`src/rtl/alarm_map.svh`:
```
// Purpose: Register offsets, field positions and reset values of the alarm block
// Assumes: 8-bit registers on page 0, addressed by a 16-bit register address
// Notes:   Only definitions here
// Operation
// - Slave address: field bits 6:2, pins low
// - Internal status bit 0: calibrating
// - Internal status bit 1: reference signal missing
// - Internal status bit 5: bus timeout
// - Alarm status 1:0 live per-input loss
// - Alarm status 5:4 live per-input frequency
// - Input 0 bits 0/4, input 1 bits 1/5
// - PLL status bit 1 live unlock
// - PLL status bit 5 live holdover
// - Calibration status bit 5 live busy
// - Sticky internal flags, cleared by writing zero
// - Sticky per-input flags, cleared by writing zero
// - Sticky unlock/holdover flags, write zero clears
// - Sticky calibration busy flag, write zero clears
// - Internal masks block matching sticky flags
// - Mask bit 1 blocks reference-loss interrupt
// - Per-input masks block matching flags
// - Masks 1 and 5 block unlock/holdover
// - Mask bit 5 blocks calibration busy
// - Soft reset bit 0 self-clears; zero ignored
`ifndef ALARM_MAP_SVH
`define ALARM_MAP_SVH

`define REG_SLAVE_ADDR_UPPER     16'h000b
`define REG_INTERNAL_STATUS      16'h000c
`define REG_INPUT_ALARM_STATUS   16'h000d
`define REG_PLL_LOCK_HOLD_STATUS 16'h000e
`define REG_PLL_CAL_STATUS       16'h000f
`define REG_INTERNAL_STICKY      16'h0011
`define REG_INPUT_ALARM_STICKY   16'h0012
`define REG_PLL_LOCK_HOLD_STICKY 16'h0013
`define REG_PLL_CAL_STICKY       16'h0014
`define REG_INTERNAL_MASKS       16'h0017
`define REG_INPUT_ALARM_MASKS    16'h0018
`define REG_PLL_LOCK_HOLD_MASKS  16'h0019
`define REG_PLL_CAL_MASK         16'h001a
`define REG_SOFT_RESET           16'h001c

// Implemented bits per register
`define SLAVE_ADDR_FIELD_MASK    8'h7c
`define SLAVE_ADDR_FIELD_LSB     2
`define INTERNAL_BITS_MASK       8'h23
`define INPUT_ALARM_BITS_MASK    8'h33
`define PLL_LOCK_HOLD_BITS_MASK  8'h22
`define PLL_CAL_BITS_MASK        8'h20
`define SOFT_RESET_BIT           0

`define BIT_CALIBRATING          0
`define BIT_REF_MISSING          1
`define BIT_BUS_TIMEOUT          5
`define BIT_LOSS_BASE            0
`define BIT_FREQ_BASE            4
`define BIT_PLL_UNLOCKED         1
`define BIT_PLL_HOLDOVER         5
`define BIT_PLL_CAL_BUSY         5

`define SLAVE_ADDR_UPPER_RESET   5'h1a
`define MASK_RESET               8'h00
`define ZERO_BYTE                8'h00

`endif

```
`src/rtl/alarm_pkg.sv`:
```
// Purpose: Types shared by the alarm block
// Assumes: Nothing beyond the map header
// Notes:   Constants live in alarm_map.svh
package alarm_pkg;
  typedef logic [7:0]  reg_byte_t;
  typedef logic [15:0] reg_addr_t;
  typedef enum logic [1:0]
  {
    SR_IDLE  = 2'b00,
    SR_PULSE = 2'b01,
    SR_WAIT  = 2'b10
  } soft_reset_state_t;
endpackage

```
`src/rtl/clock_alarm_status_interrupt.sv`:
```
// Purpose: Status, sticky flags, masks and interrupt of the clock alarm block
// Assumes: Register port from the serial management slave on core_clk;
//          alarm levels and address pins come from other domains
// Notes:   One write strobe per cycle; reads return data one cycle later
`timescale 1ns/1ps
`include "alarm_map.svh"
module clock_alarm_status_interrupt
(
  input  wire logic                core_clk,
  input  wire logic                srst,
  input  wire logic                addr_select_pin_hi,
  input  wire logic                addr_select_pin_lo,
  input  wire logic                device_calibrating,
  input  wire logic                ref_signal_missing,
  input  wire logic                bus_timeout,
  input  wire logic [1:0]          input_signal_loss,
  input  wire logic [1:0]          input_freq_out_of_range,
  input  wire logic                pll_unlocked,
  input  wire logic                pll_holdover,
  input  wire logic                pll_cal_busy,
  input  wire logic                reg_wr,
  input  wire logic                reg_rd,
  input  wire alarm_pkg::reg_addr_t reg_addr,
  input  wire alarm_pkg::reg_byte_t reg_wdata,
  output alarm_pkg::reg_byte_t     reg_rdata,
  output logic                     reg_rvalid,
  output logic [6:0]               slave_address,
  output logic                     soft_reset_pulse,
  output logic                     interrupt_out_n
);
  import alarm_pkg::*;

  // ************************************************************
  // Input synchronisers
  // ************************************************************
  localparam int LIVE_W = 12;
  logic [LIVE_W-1:0] live_async;
  logic [LIVE_W-1:0] live_sync;

  assign live_async = {addr_select_pin_hi, addr_select_pin_lo,
                       device_calibrating, ref_signal_missing, bus_timeout,
                       input_signal_loss, input_freq_out_of_range,
                       pll_unlocked, pll_holdover, pll_cal_busy};

  level_sync #(.WIDTH(LIVE_W)) u_sync
  (
    .core_clk (core_clk),
    .srst     (srst),
    .async_in (live_async),
    .sync_out (live_sync)
  );

  logic [1:0] addr_pins_s;
  logic       calibrating_s;
  logic       ref_missing_s;
  logic       timeout_s;
  logic [1:0] loss_s;
  logic [1:0] freq_s;
  logic       unlocked_s;
  logic       holdover_s;
  logic       cal_busy_s;

  assign addr_pins_s   = live_sync[11:10];
  assign calibrating_s = live_sync[9];
  assign ref_missing_s = live_sync[8];
  assign timeout_s     = live_sync[7];
  assign loss_s        = live_sync[6:5];
  assign freq_s        = live_sync[4:3];
  assign unlocked_s    = live_sync[2];
  assign holdover_s    = live_sync[1];
  assign cal_busy_s    = live_sync[0];

  // ************************************************************
  // Live status bytes
  // ************************************************************
  reg_byte_t internal_live;
  reg_byte_t input_alarm_live;
  reg_byte_t pll_lock_live;
  reg_byte_t pll_cal_live;

  always_comb
  begin
    internal_live = `ZERO_BYTE;
    internal_live[`BIT_CALIBRATING] = calibrating_s;
    internal_live[`BIT_REF_MISSING] = ref_missing_s;
    internal_live[`BIT_BUS_TIMEOUT] = timeout_s;
  end

  always_comb
  begin
    input_alarm_live = `ZERO_BYTE;
    input_alarm_live[`BIT_LOSS_BASE +: 2] = loss_s;
    input_alarm_live[`BIT_FREQ_BASE +: 2] = freq_s;
  end

  always_comb
  begin
    pll_lock_live = `ZERO_BYTE;
    pll_lock_live[`BIT_PLL_UNLOCKED] = unlocked_s;
    pll_lock_live[`BIT_PLL_HOLDOVER] = holdover_s;
  end

  always_comb
  begin
    pll_cal_live = `ZERO_BYTE;
    pll_cal_live[`BIT_PLL_CAL_BUSY] = cal_busy_s;
  end

  // ************************************************************
  // Write decode
  // ************************************************************
  logic wr_slave;
  logic wr_int_sticky;
  logic wr_in_sticky;
  logic wr_lock_sticky;
  logic wr_cal_sticky;
  logic wr_int_mask;
  logic wr_in_mask;
  logic wr_lock_mask;
  logic wr_cal_mask;
  logic wr_soft_reset;

  assign wr_slave       = reg_wr && (reg_addr == `REG_SLAVE_ADDR_UPPER);
  assign wr_int_sticky  = reg_wr && (reg_addr == `REG_INTERNAL_STICKY);
  assign wr_in_sticky   = reg_wr && (reg_addr == `REG_INPUT_ALARM_STICKY);
  assign wr_lock_sticky = reg_wr && (reg_addr == `REG_PLL_LOCK_HOLD_STICKY);
  assign wr_cal_sticky  = reg_wr && (reg_addr == `REG_PLL_CAL_STICKY);
  assign wr_int_mask    = reg_wr && (reg_addr == `REG_INTERNAL_MASKS);
  assign wr_in_mask     = reg_wr && (reg_addr == `REG_INPUT_ALARM_MASKS);
  assign wr_lock_mask   = reg_wr && (reg_addr == `REG_PLL_LOCK_HOLD_MASKS);
  assign wr_cal_mask    = reg_wr && (reg_addr == `REG_PLL_CAL_MASK);
  assign wr_soft_reset  = reg_wr && (reg_addr == `REG_SOFT_RESET);

  // ************************************************************
  // Mask and address registers
  // ************************************************************
  logic [4:0] slave_upper_reg;
  reg_byte_t  int_mask_reg;
  reg_byte_t  in_mask_reg;
  reg_byte_t  lock_mask_reg;
  reg_byte_t  cal_mask_reg;

  always_ff @(posedge core_clk)
  begin
    if (srst)
    begin
      slave_upper_reg <= `SLAVE_ADDR_UPPER_RESET;
      int_mask_reg    <= `MASK_RESET;
      in_mask_reg     <= `MASK_RESET;
      lock_mask_reg   <= `MASK_RESET;
      cal_mask_reg    <= `MASK_RESET;
    end
    else
    begin
      if (wr_slave)
        slave_upper_reg <= reg_wdata[`SLAVE_ADDR_FIELD_LSB +: 5];
      if (wr_int_mask)
        int_mask_reg <= reg_wdata & `INTERNAL_BITS_MASK;
      if (wr_in_mask)
        in_mask_reg <= reg_wdata & `INPUT_ALARM_BITS_MASK;
      if (wr_lock_mask)
        lock_mask_reg <= reg_wdata & `PLL_LOCK_HOLD_BITS_MASK;
      if (wr_cal_mask)
        cal_mask_reg <= reg_wdata & `PLL_CAL_BITS_MASK;
    end
  end

  // Upper bits from software, lowest two follow the pins
  always_ff @(posedge core_clk)
  begin
    if (srst)
      slave_address <= 7'h00;
    else
      slave_address <= {slave_upper_reg, addr_pins_s};
  end

  // ************************************************************
  // Sticky flags, one instance per implemented bit
  // ************************************************************
  localparam int NFLAG = 32;
  logic [NFLAG-1:0] flag_live;
  logic [NFLAG-1:0] flag_clear;
  logic [NFLAG-1:0] flag_mask;
  logic [NFLAG-1:0] flag_val;
  logic [NFLAG-1:0] flag_irq;
  logic [7:0]       clr_int;
  logic [7:0]       clr_in;
  logic [7:0]       clr_lock;
  logic [7:0]       clr_cal;

  // Zero written to a bit clears it
  assign clr_int  = wr_int_sticky  ? ~reg_wdata : 8'h00;
  assign clr_in   = wr_in_sticky   ? ~reg_wdata : 8'h00;
  assign clr_lock = wr_lock_sticky ? ~reg_wdata : 8'h00;
  assign clr_cal  = wr_cal_sticky  ? ~reg_wdata : 8'h00;

  assign flag_live  = {pll_cal_live, pll_lock_live, input_alarm_live, internal_live};
  assign flag_clear = {clr_cal, clr_lock, clr_in, clr_int};
  assign flag_mask  = {cal_mask_reg, lock_mask_reg, in_mask_reg, int_mask_reg};
  // Constant, so the generate below can leave unused bits without a flop
  localparam logic [NFLAG-1:0] FLAG_IMPL = {`PLL_CAL_BITS_MASK, `PLL_LOCK_HOLD_BITS_MASK,
                                             `INPUT_ALARM_BITS_MASK, `INTERNAL_BITS_MASK};

  genvar gi;
  generate
    for (gi = 0; gi < NFLAG; gi++)
    begin : g_flag
      if (FLAG_IMPL[gi])
      begin : g_impl
        sticky_flag u_flag
        (
          .core_clk  (core_clk),
          .srst      (srst),
          .live      (flag_live[gi]),
          .clear_req (flag_clear[gi]),
          .mask      (flag_mask[gi]),
          .flag      (flag_val[gi]),
          .irq_req   (flag_irq[gi])
        );
      end
      else
      begin : g_none
        assign flag_val[gi] = 1'b0;
        assign flag_irq[gi] = 1'b0;
      end
    end
  endgenerate

  reg_byte_t int_sticky;
  reg_byte_t in_sticky;
  reg_byte_t lock_sticky;
  reg_byte_t cal_sticky;

  assign int_sticky  = flag_val[7:0];
  assign in_sticky   = flag_val[15:8];
  assign lock_sticky = flag_val[23:16];
  assign cal_sticky  = flag_val[31:24];

  // Pin driven low while any unmasked flag stands
  always_ff @(posedge core_clk)
  begin
    if (srst)
      interrupt_out_n <= 1'b1;
    else
      interrupt_out_n <= ~(|flag_irq);
  end

  // ************************************************************
  // Soft reset
  // ************************************************************
  soft_reset_state_t sr_state_reg;
  soft_reset_state_t sr_state_next;

  // Pulse is one cycle; bit reads back as zero since it clears itself
  always_comb
  begin
    sr_state_next = sr_state_reg;
    case (sr_state_reg)
      SR_IDLE:
        if (wr_soft_reset && reg_wdata[`SOFT_RESET_BIT])
          sr_state_next = SR_PULSE;
      SR_PULSE:
        sr_state_next = SR_WAIT;
      SR_WAIT:
        sr_state_next = SR_IDLE;
      default:
        sr_state_next = SR_IDLE;
    endcase
  end

  always_ff @(posedge core_clk)
  begin
    if (srst)
    begin
      sr_state_reg     <= SR_IDLE;
      soft_reset_pulse <= 1'b0;
    end
    else
    begin
      sr_state_reg     <= sr_state_next;
      soft_reset_pulse <= (sr_state_next == SR_PULSE);
    end
  end

  // ************************************************************
  // Read path
  // ************************************************************
  reg_byte_t rd_mux;

  always_comb
  begin
    if (reg_addr == `REG_SLAVE_ADDR_UPPER)
      rd_mux = {1'b0, slave_upper_reg, 2'b00};
    else if (reg_addr == `REG_INTERNAL_STATUS)
      rd_mux = internal_live;
    else if (reg_addr == `REG_INPUT_ALARM_STATUS)
      rd_mux = input_alarm_live;
    else if (reg_addr == `REG_PLL_LOCK_HOLD_STATUS)
      rd_mux = pll_lock_live;
    else if (reg_addr == `REG_PLL_CAL_STATUS)
      rd_mux = pll_cal_live;
    else if (reg_addr == `REG_INTERNAL_STICKY)
      rd_mux = int_sticky;
    else if (reg_addr == `REG_INPUT_ALARM_STICKY)
      rd_mux = in_sticky;
    else if (reg_addr == `REG_PLL_LOCK_HOLD_STICKY)
      rd_mux = lock_sticky;
    else if (reg_addr == `REG_PLL_CAL_STICKY)
      rd_mux = cal_sticky;
    else if (reg_addr == `REG_INTERNAL_MASKS)
      rd_mux = int_mask_reg;
    else if (reg_addr == `REG_INPUT_ALARM_MASKS)
      rd_mux = in_mask_reg;
    else if (reg_addr == `REG_PLL_LOCK_HOLD_MASKS)
      rd_mux = lock_mask_reg;
    else if (reg_addr == `REG_PLL_CAL_MASK)
      rd_mux = cal_mask_reg;
    else
      rd_mux = `ZERO_BYTE;
  end

  always_ff @(posedge core_clk)
  begin
    if (srst)
    begin
      reg_rdata  <= `ZERO_BYTE;
      reg_rvalid <= 1'b0;
    end
    else
    begin
      reg_rvalid <= reg_rd;
      if (reg_rd)
        reg_rdata <= rd_mux;
    end
  end
endmodule

```
`src/rtl/level_sync.sv`:
```
// Purpose: Two-stage synchroniser for a group of levels
// Assumes: Inputs come from outside the core clock domain
// Notes:   First stage feeds only the second
`timescale 1ns/1ps
module level_sync
#(
  parameter int WIDTH = 1
)
(
  input  wire logic             core_clk,
  input  wire logic             srst,
  input  wire logic [WIDTH-1:0] async_in,
  output logic      [WIDTH-1:0] sync_out
);
  logic [WIDTH-1:0] meta_reg;

  always_ff @(posedge core_clk)
  begin
    if (srst)
    begin
      meta_reg <= '0;
      sync_out <= '0;
    end
    else
    begin
      meta_reg <= async_in;
      sync_out <= meta_reg;
    end
  end
endmodule

```
`src/rtl/sticky_flag.sv`:
```
// Purpose: One sticky flag with its mask and interrupt request
// Assumes: Live status already in the core clock domain
// Notes:   Set wins over a clear in the same cycle
`timescale 1ns/1ps
module sticky_flag
(
  input  wire logic core_clk,
  input  wire logic srst,
  input  wire logic live,
  input  wire logic clear_req,
  input  wire logic mask,
  output logic      flag,
  output logic      irq_req
);
  logic flag_next;

  // Writing one leaves the flag; a live one always sets
  assign flag_next = live | (flag & ~clear_req);
  // Masked flags stay visible but never reach the pin
  assign irq_req   = flag & ~mask;

  always_ff @(posedge core_clk)
  begin
    if (srst)
      flag <= 1'b0;
    else
      flag <= flag_next;
  end
endmodule

```
`config.mk`:
```
export PLATFORM = sky130hd
export DESIGN_NAME = clock_alarm_status_interrupt
export DESIGN_NICKNAME = d
export VERILOG_FILES = /design/src/rtl/alarm_pkg.sv /design/src/rtl/clock_alarm_status_interrupt.sv /design/src/rtl/level_sync.sv /design/src/rtl/sticky_flag.sv
export VERILOG_INCLUDE_DIRS = /design/src /design/src/rtl
export SDC_FILE = /design/constraint.sdc
export NUM_CORES = 1
export LEC_CHECK = 0
export CAP_MARGIN = 20
export CORE_AREA = 2 2 75 77
export DETAILED_ROUTE_END_ITERATION = 8
export DIE_AREA = 0 0 77 79
export DONT_BUFFER_PORTS = 1
export PLACE_DENSITY = 0.71
export SKIP_LAST_GASP = 1
export SYNTH_ARGS = -nofsm -noshare
export SYNTH_HDL_FRONTEND = slang
export SYNTH_SLANG_ARGS = --single-unit
```
`constraint.sdc`:
```
create_clock -name core_clk -period 1.5 [get_ports core_clk]
set_input_delay 0.075 -clock core_clk [delete_from_list [all_inputs] [get_ports core_clk]]
set_output_delay 0.075 -clock core_clk [all_outputs]
set_load 0.02 [all_outputs]
```
== Yosys cells after proc, flatten, opt, wreduce, memory -nomap -nowiden ==
Cells that the tools add are included.
Cells by class
  eq/ne operators: 16
  multiplexer cells: 19
  bitwise gates (word level): 52
  reductions and logical operators: 13
Operators with widths (count)
  16-bit by 5-bit == test with 1-bit output, second input constant: 9
  6-bit two-way mux: 16
  16-bit by 4-bit == test with 1-bit output, second input constant: 5
  1-bit NOT: 21
  1-bit AND: 20
  1-bit logical AND: 11
  1-bit OR: 10
  10-bit OR reduction: 1
  7-bit two-way mux: 1
  6-bit NOT: 1
  2-bit by 1-bit == test with 1-bit output, second input constant: 2
  2-bit one-hot mux with 2 select lines: 1
  2-bit zero test: 1
  2-bit two-way mux: 1
Word-level totals
  flip-flop bits (word level): 69
  input bits: 40
  output and inout bits: 18
  logic and storage cells: 123

== Depth between registers and ports, before layout ==
  word-level depth: 14
  depth in mapped cells: 7
  gate-level depth less buffers: 6

== By module ==
From an unflattened synthesis, not the netlist that was laid out.
Unflattened totals
  cells, all modules: 305
  area, all modules: 2949.1 um^2
By module, submodules not included
  clock_alarm_status_interrupt: instances 1, cells each 205, area an instance 1805.5 um^2, seq. area each 680.7 um^2
  level_sync: instances 1, cells each 50, area an instance 693.2 um^2, seq. area each 480.5 um^2
  sticky_flag: instances 10, cells each 5, area an instance 45.0 um^2, seq. area each 20.0 um^2

== Least setup slack after synthesis ==
Ideal clock, no wire load.
  kind: input-to-reg
  start: in reg_addr[15]
  end: reg g_flag[0].g_impl.u_flag.flag
  library setup time: 0.128 ns
  arrival time: 1.476 ns
  data required time: 1.372 ns
  slack: -0.104 ns
  cell stages on the path: 6
  buffers on the path: 0
  path through: or4_4 -> nor2_1 -> nand4_1 -> or3b_1 -> a21oi_1 -> nor2_1
Between the ends
  cells in the longest elaborated chain, start to end: 6
RTL lines
  start, declared: line clock_alarm_status_interrupt.sv:23  | input wire alarm_pkg::reg_addr_t reg_addr,
  16-bit by 5-bit == test with 1-bit output (no line)
  1-bit logical AND: line clock_alarm_status_interrupt.sv:124  | assign wr_int_sticky = reg_wr && (reg_addr == `REG_INTERNAL_STICKY);
  6-bit two-way mux: line clock_alarm_status_interrupt.sv:192  | assign clr_int = wr_int_sticky ? ~reg_wdata : 8'h00;
  1-bit NOT: line sticky_flag.sv:18  | assign flag_next = live | (flag & ~clear_req);
  1-bit AND: line sticky_flag.sv:18
  1-bit OR: line sticky_flag.sv:18
  end signal, assigned: line sticky_flag.sv:27  | flag <= flag_next;
  end, declared: line sticky_flag.sv:12  | output logic flag,
Every way passes these cells.
A chain may end at the register's enable or synchronous reset.

== Final worst setup path ==
  start: in reg_addr[15]
  end: reg slave_upper_reg[0]
Between the ends
  cells in the longest elaborated chain, start to end: 2
RTL lines
  16-bit by 4-bit == test with 1-bit output (no line)
  1-bit logical AND: line clock_alarm_status_interrupt.sv:123  | assign wr_slave = reg_wr && (reg_addr == `REG_SLAVE_ADDR_UPPER);
  end signal, assigned: line clock_alarm_status_interrupt.sv:147  | slave_upper_reg <= `SLAVE_ADDR_UPPER_RESET;
  end signal, assigned: line clock_alarm_status_interrupt.sv:156  | slave_upper_reg <= reg_wdata[`SLAVE_ADDR_FIELD_LSB +: 5];
  end, declared: line clock_alarm_status_interrupt.sv:137  | logic [4:0] slave_upper_reg;
Every way passes these cells.

==> metrics.yaml <==
synthesis:
  synth-main-ff-cell: "dfxtp_1"
  syn-num-nets: 349
  netlist_area_um2: 2810
  ys_types: 52
  synth_edf_count: 0
  synth_cells: 309
  synthArstFlopShare_pct: 0
  synth-seq-cells: 68
  synth_seq_area_share_pct: 48.44
  synth-warning-count: 0
  synthTopCellsByArea: "dfxtp_1 48%, nor2b_1 7.8%, a21oi_1 4.1%"
  yosysTopAreaCell: "dfxtp_1"
  synth_top_area_share_pct: 48.44
  synth_area_per_cell_um2: 9.094
placement:
  gp_congestion: 0.9184
  dp_hpwl_um: 4611
  io_buffers: 0
  placed_cells_incl_taps: 382
min_path:
  hp-start: "reg_wr"
  hold_class: "input port to flip-flop"
clocking:
  clock_latency_ps: 330
  cts.sinks: 68
  htreeDepth: 3
  cts_root_buf: "clkbuf_8"
  clkSlewWorstSetupHoldPaths_ps: 70
  cts_tree: "built"
  numCtsBuffers: 9
  post_cts_buffers: 0
  clk_path_buf_depth: 2
floorplanning:
  die_y_um: 79
  die_area_um2: 6083
  core_area_um2: 5338
  num_rows: 27
  fp.dieW_um: 77
  start_util_pct: 52.65
  io_pins: 58
cells_and_area:
  final_util_pct: 63.83
  stdcell_count: 422
  drive_above_1_share_pct: 14.57
  antennaDiodeCount: 0
  area_delta_synth_final_pct: 21.24
  nets: 385
global_route:
  antenna_found_initial: 0
  grt_pass1_vias: 2229
  grt_first_pass_wirelength_um: 11330
  grt_overflow: 0
  grt_max_degree: 67
  grt_use_total_pct: 24.39
route:
  ant_nets: 0
  drc_errors: 0
  routed_wl_um: 7278
  drt-initial-drc-count: 264
  vias: 2468
  vias_per_cell: 5.848
  first_pass_iters: 5
  detail_route.wl_per_cell_um: 17.25
worst_setup_path:
  endpoint: "slave_upper_reg[0]"
  crit_start: "reg_addr[15]"
  crit_fanout: 5
  reg2reg_to: "reg_rdata[1]"
  crit_required_ps: 1750
  critPathSlowestCell: "or4_4"
  slowest_delay_ps: 550
  endpoint_kind: "flip-flop"
  start_kind: "input port"
  crit_chain: "or4_4 > nor4_4 > and4b_4 > buf_4 > nand3_1 > a21oi_1"
  reg2reg_from: "in_mask_reg[1]"
  r2r_setup_slack_ps: 100
  reg2regPathDepth: 5
  worstPathArrival_ps: 1770
  worst-setup-path-type: "input port to flip-flop"
sta:
  fmax_mhz: 658.1
  setup_viol: 1
  min_period_over_period_pct: 101.3
  slew_headroom_pct: 64.64
  worst_slew_pin_slew_ps: 528.7
  finClkSkew_ps: 6.959
  min_period_ps: 1520
  hold_violations: 0
  rsz0062_at_grt: "yes"
  timing.final.max_slew_violations: 0
  fin_ws_ps: -19.53
power:
  power.density_nw_per_um2: 1031
  vdd.ir_drop.worst_mv: 0.9478
  leakage_nw: 1.267
outcome:
  violations: "negative setup slack"
  status: "finished, violations left"
run:
  drv_cap: 0
## repair_timing
action,in CTS,in global routing
hold endpoints to repair,68,0
setup endpoints to repair,0,2
hold buffers,23,0
gates resized for setup,0,5
## cells in the mapped netlist (2+ instances only)
library cell  count
dfxtp_1          68
nor3_1            5
nand3_1          11
nand4_1           6
and3_1            4
nand2b_1          2
a21oi_1          23
o21ai_0           9
clkbuf_2          2
buf_6             3
a31oi_1           2
nor3b_1           2
nor2_1           23
nor2b_1          35
a311oi_1          2
a32oi_1           3
nand3b_1          7
or4_4             2
mux2i_1           9
nand2_1          23
clkbuf_1          9
nor3_2            2
and4_1            2
nor4_1            3
o22ai_1           5
a21o_1            3
a2111oi_0         2
inv_1            18
## cells in the final DEF (no fill, tap or decap), types with 2 or more instances in the layout
cell type and count:
and3_1 4, clkbuf_1 2, clkbuf_8 11, a211oi_2 2, nor2b_1 35, a32oi_1 3, and4_1 2, a21oi_1 23
inv_1 18, nand2_1 23, nand2b_1 2, nor3_2 2, a311oi_1 2, nor4_1 3, or4_4 2, mux2i_1 9
nor3b_1 2, o21ai_0 9, a2111oi_0 2, nand3_1 11, nor2_1 22, o22ai_1 5, a31oi_1 2, nand3b_1 7
dfxtp_1 68, nor3_1 4, dlygate4sd3_1 22, nand4_1 6, a21o_1 3, buf_4 17
## report_power, final
part | total [W] | internal (W) | leakage (nW) | switching (W)
sequential | 0.00191 | 0.00186 | 0.557 | 0.0000450
clock | 0.00135 | 0.000692 | 0.0896 | 0.000657
combinational | 0.000258 | 0.000129 | 0.621 | 0.000128
total | 0.00351 | 0.00268 | 1.27 | 0.000830
## cells by family (layout without fill, tap and decap cells)
family	count (synthesis)	count (layout)	synth area share (%)
mux	10	10	4.096
flops	68	68	48.44
buf+inv	34	74	5.921
compound gates	61	61	14.03
simple gates	135	136	27.38
other cells	1	1	0.1334
## critical path: cells and delay by family
kind | cells | cell delay (ps)
simple gates | 4 | 1380
compound gates | 1 | 180
buf+inv | 1 | 130
## worst min-delay path by stage
stage,to,cells after the start
floorplan,u_sync.meta_reg[0],1
global placement,reg_rdata[6],1
detailed placement,reg_rdata[6],1
CTS,slave_upper_reg[2],3
global route,reg_rdata[1],2
finish,g_flag[5].g_impl.u_flag.flag,3
## metrics by stage
| stage | area (um2) | worst slack [ps] | total power [W] | TNS, ps | hold WS [ps] |
|---|---|---|---|---|---|
| 5_1_grt | 3407 | -13.72 | 0.003661 | -13.72 | 31.45 |
| 6_report | 3407 | -19.53 | 0.003514 | -19.53 | 38.35 |
| 2_1_floorplan | 2819 | -94.79 | 0.002108 | -862.9 | 203.2 |
| 3_5_place_dp | 2938 | -269.9 | 0.002104 | -3159 | 148.4 |
| 4_1_cts | 3366 | 36.66 | 0.003540 | 0 | 11.38 |
| 3_3_place_gp | 2938 | -212.1 | 0.002102 | -2530 | 144.6 |
## final cells by class
class	count	area [um2]
Clock buffer	13	158.9
Timing Repair Buffer	40	375.4
Tap cell	72	90.09
Clock inverter	3	21.27
Fill cell	460	1931
Multi-Input combinational cell	208	1333
Sequential cell	68	1361
Inverter	18	67.56
## layer usage
layer	share of wire, %	GRT usage (%)	vias to the layer above
met4	1.8	10.71	0
li1	-	-	1150
met2	48	37.89	128
met1	43	31.45	1175
met3	7.8	7.614	15
met5	0	0	-
No activity file was read; power rests on OpenSTA's default activity.
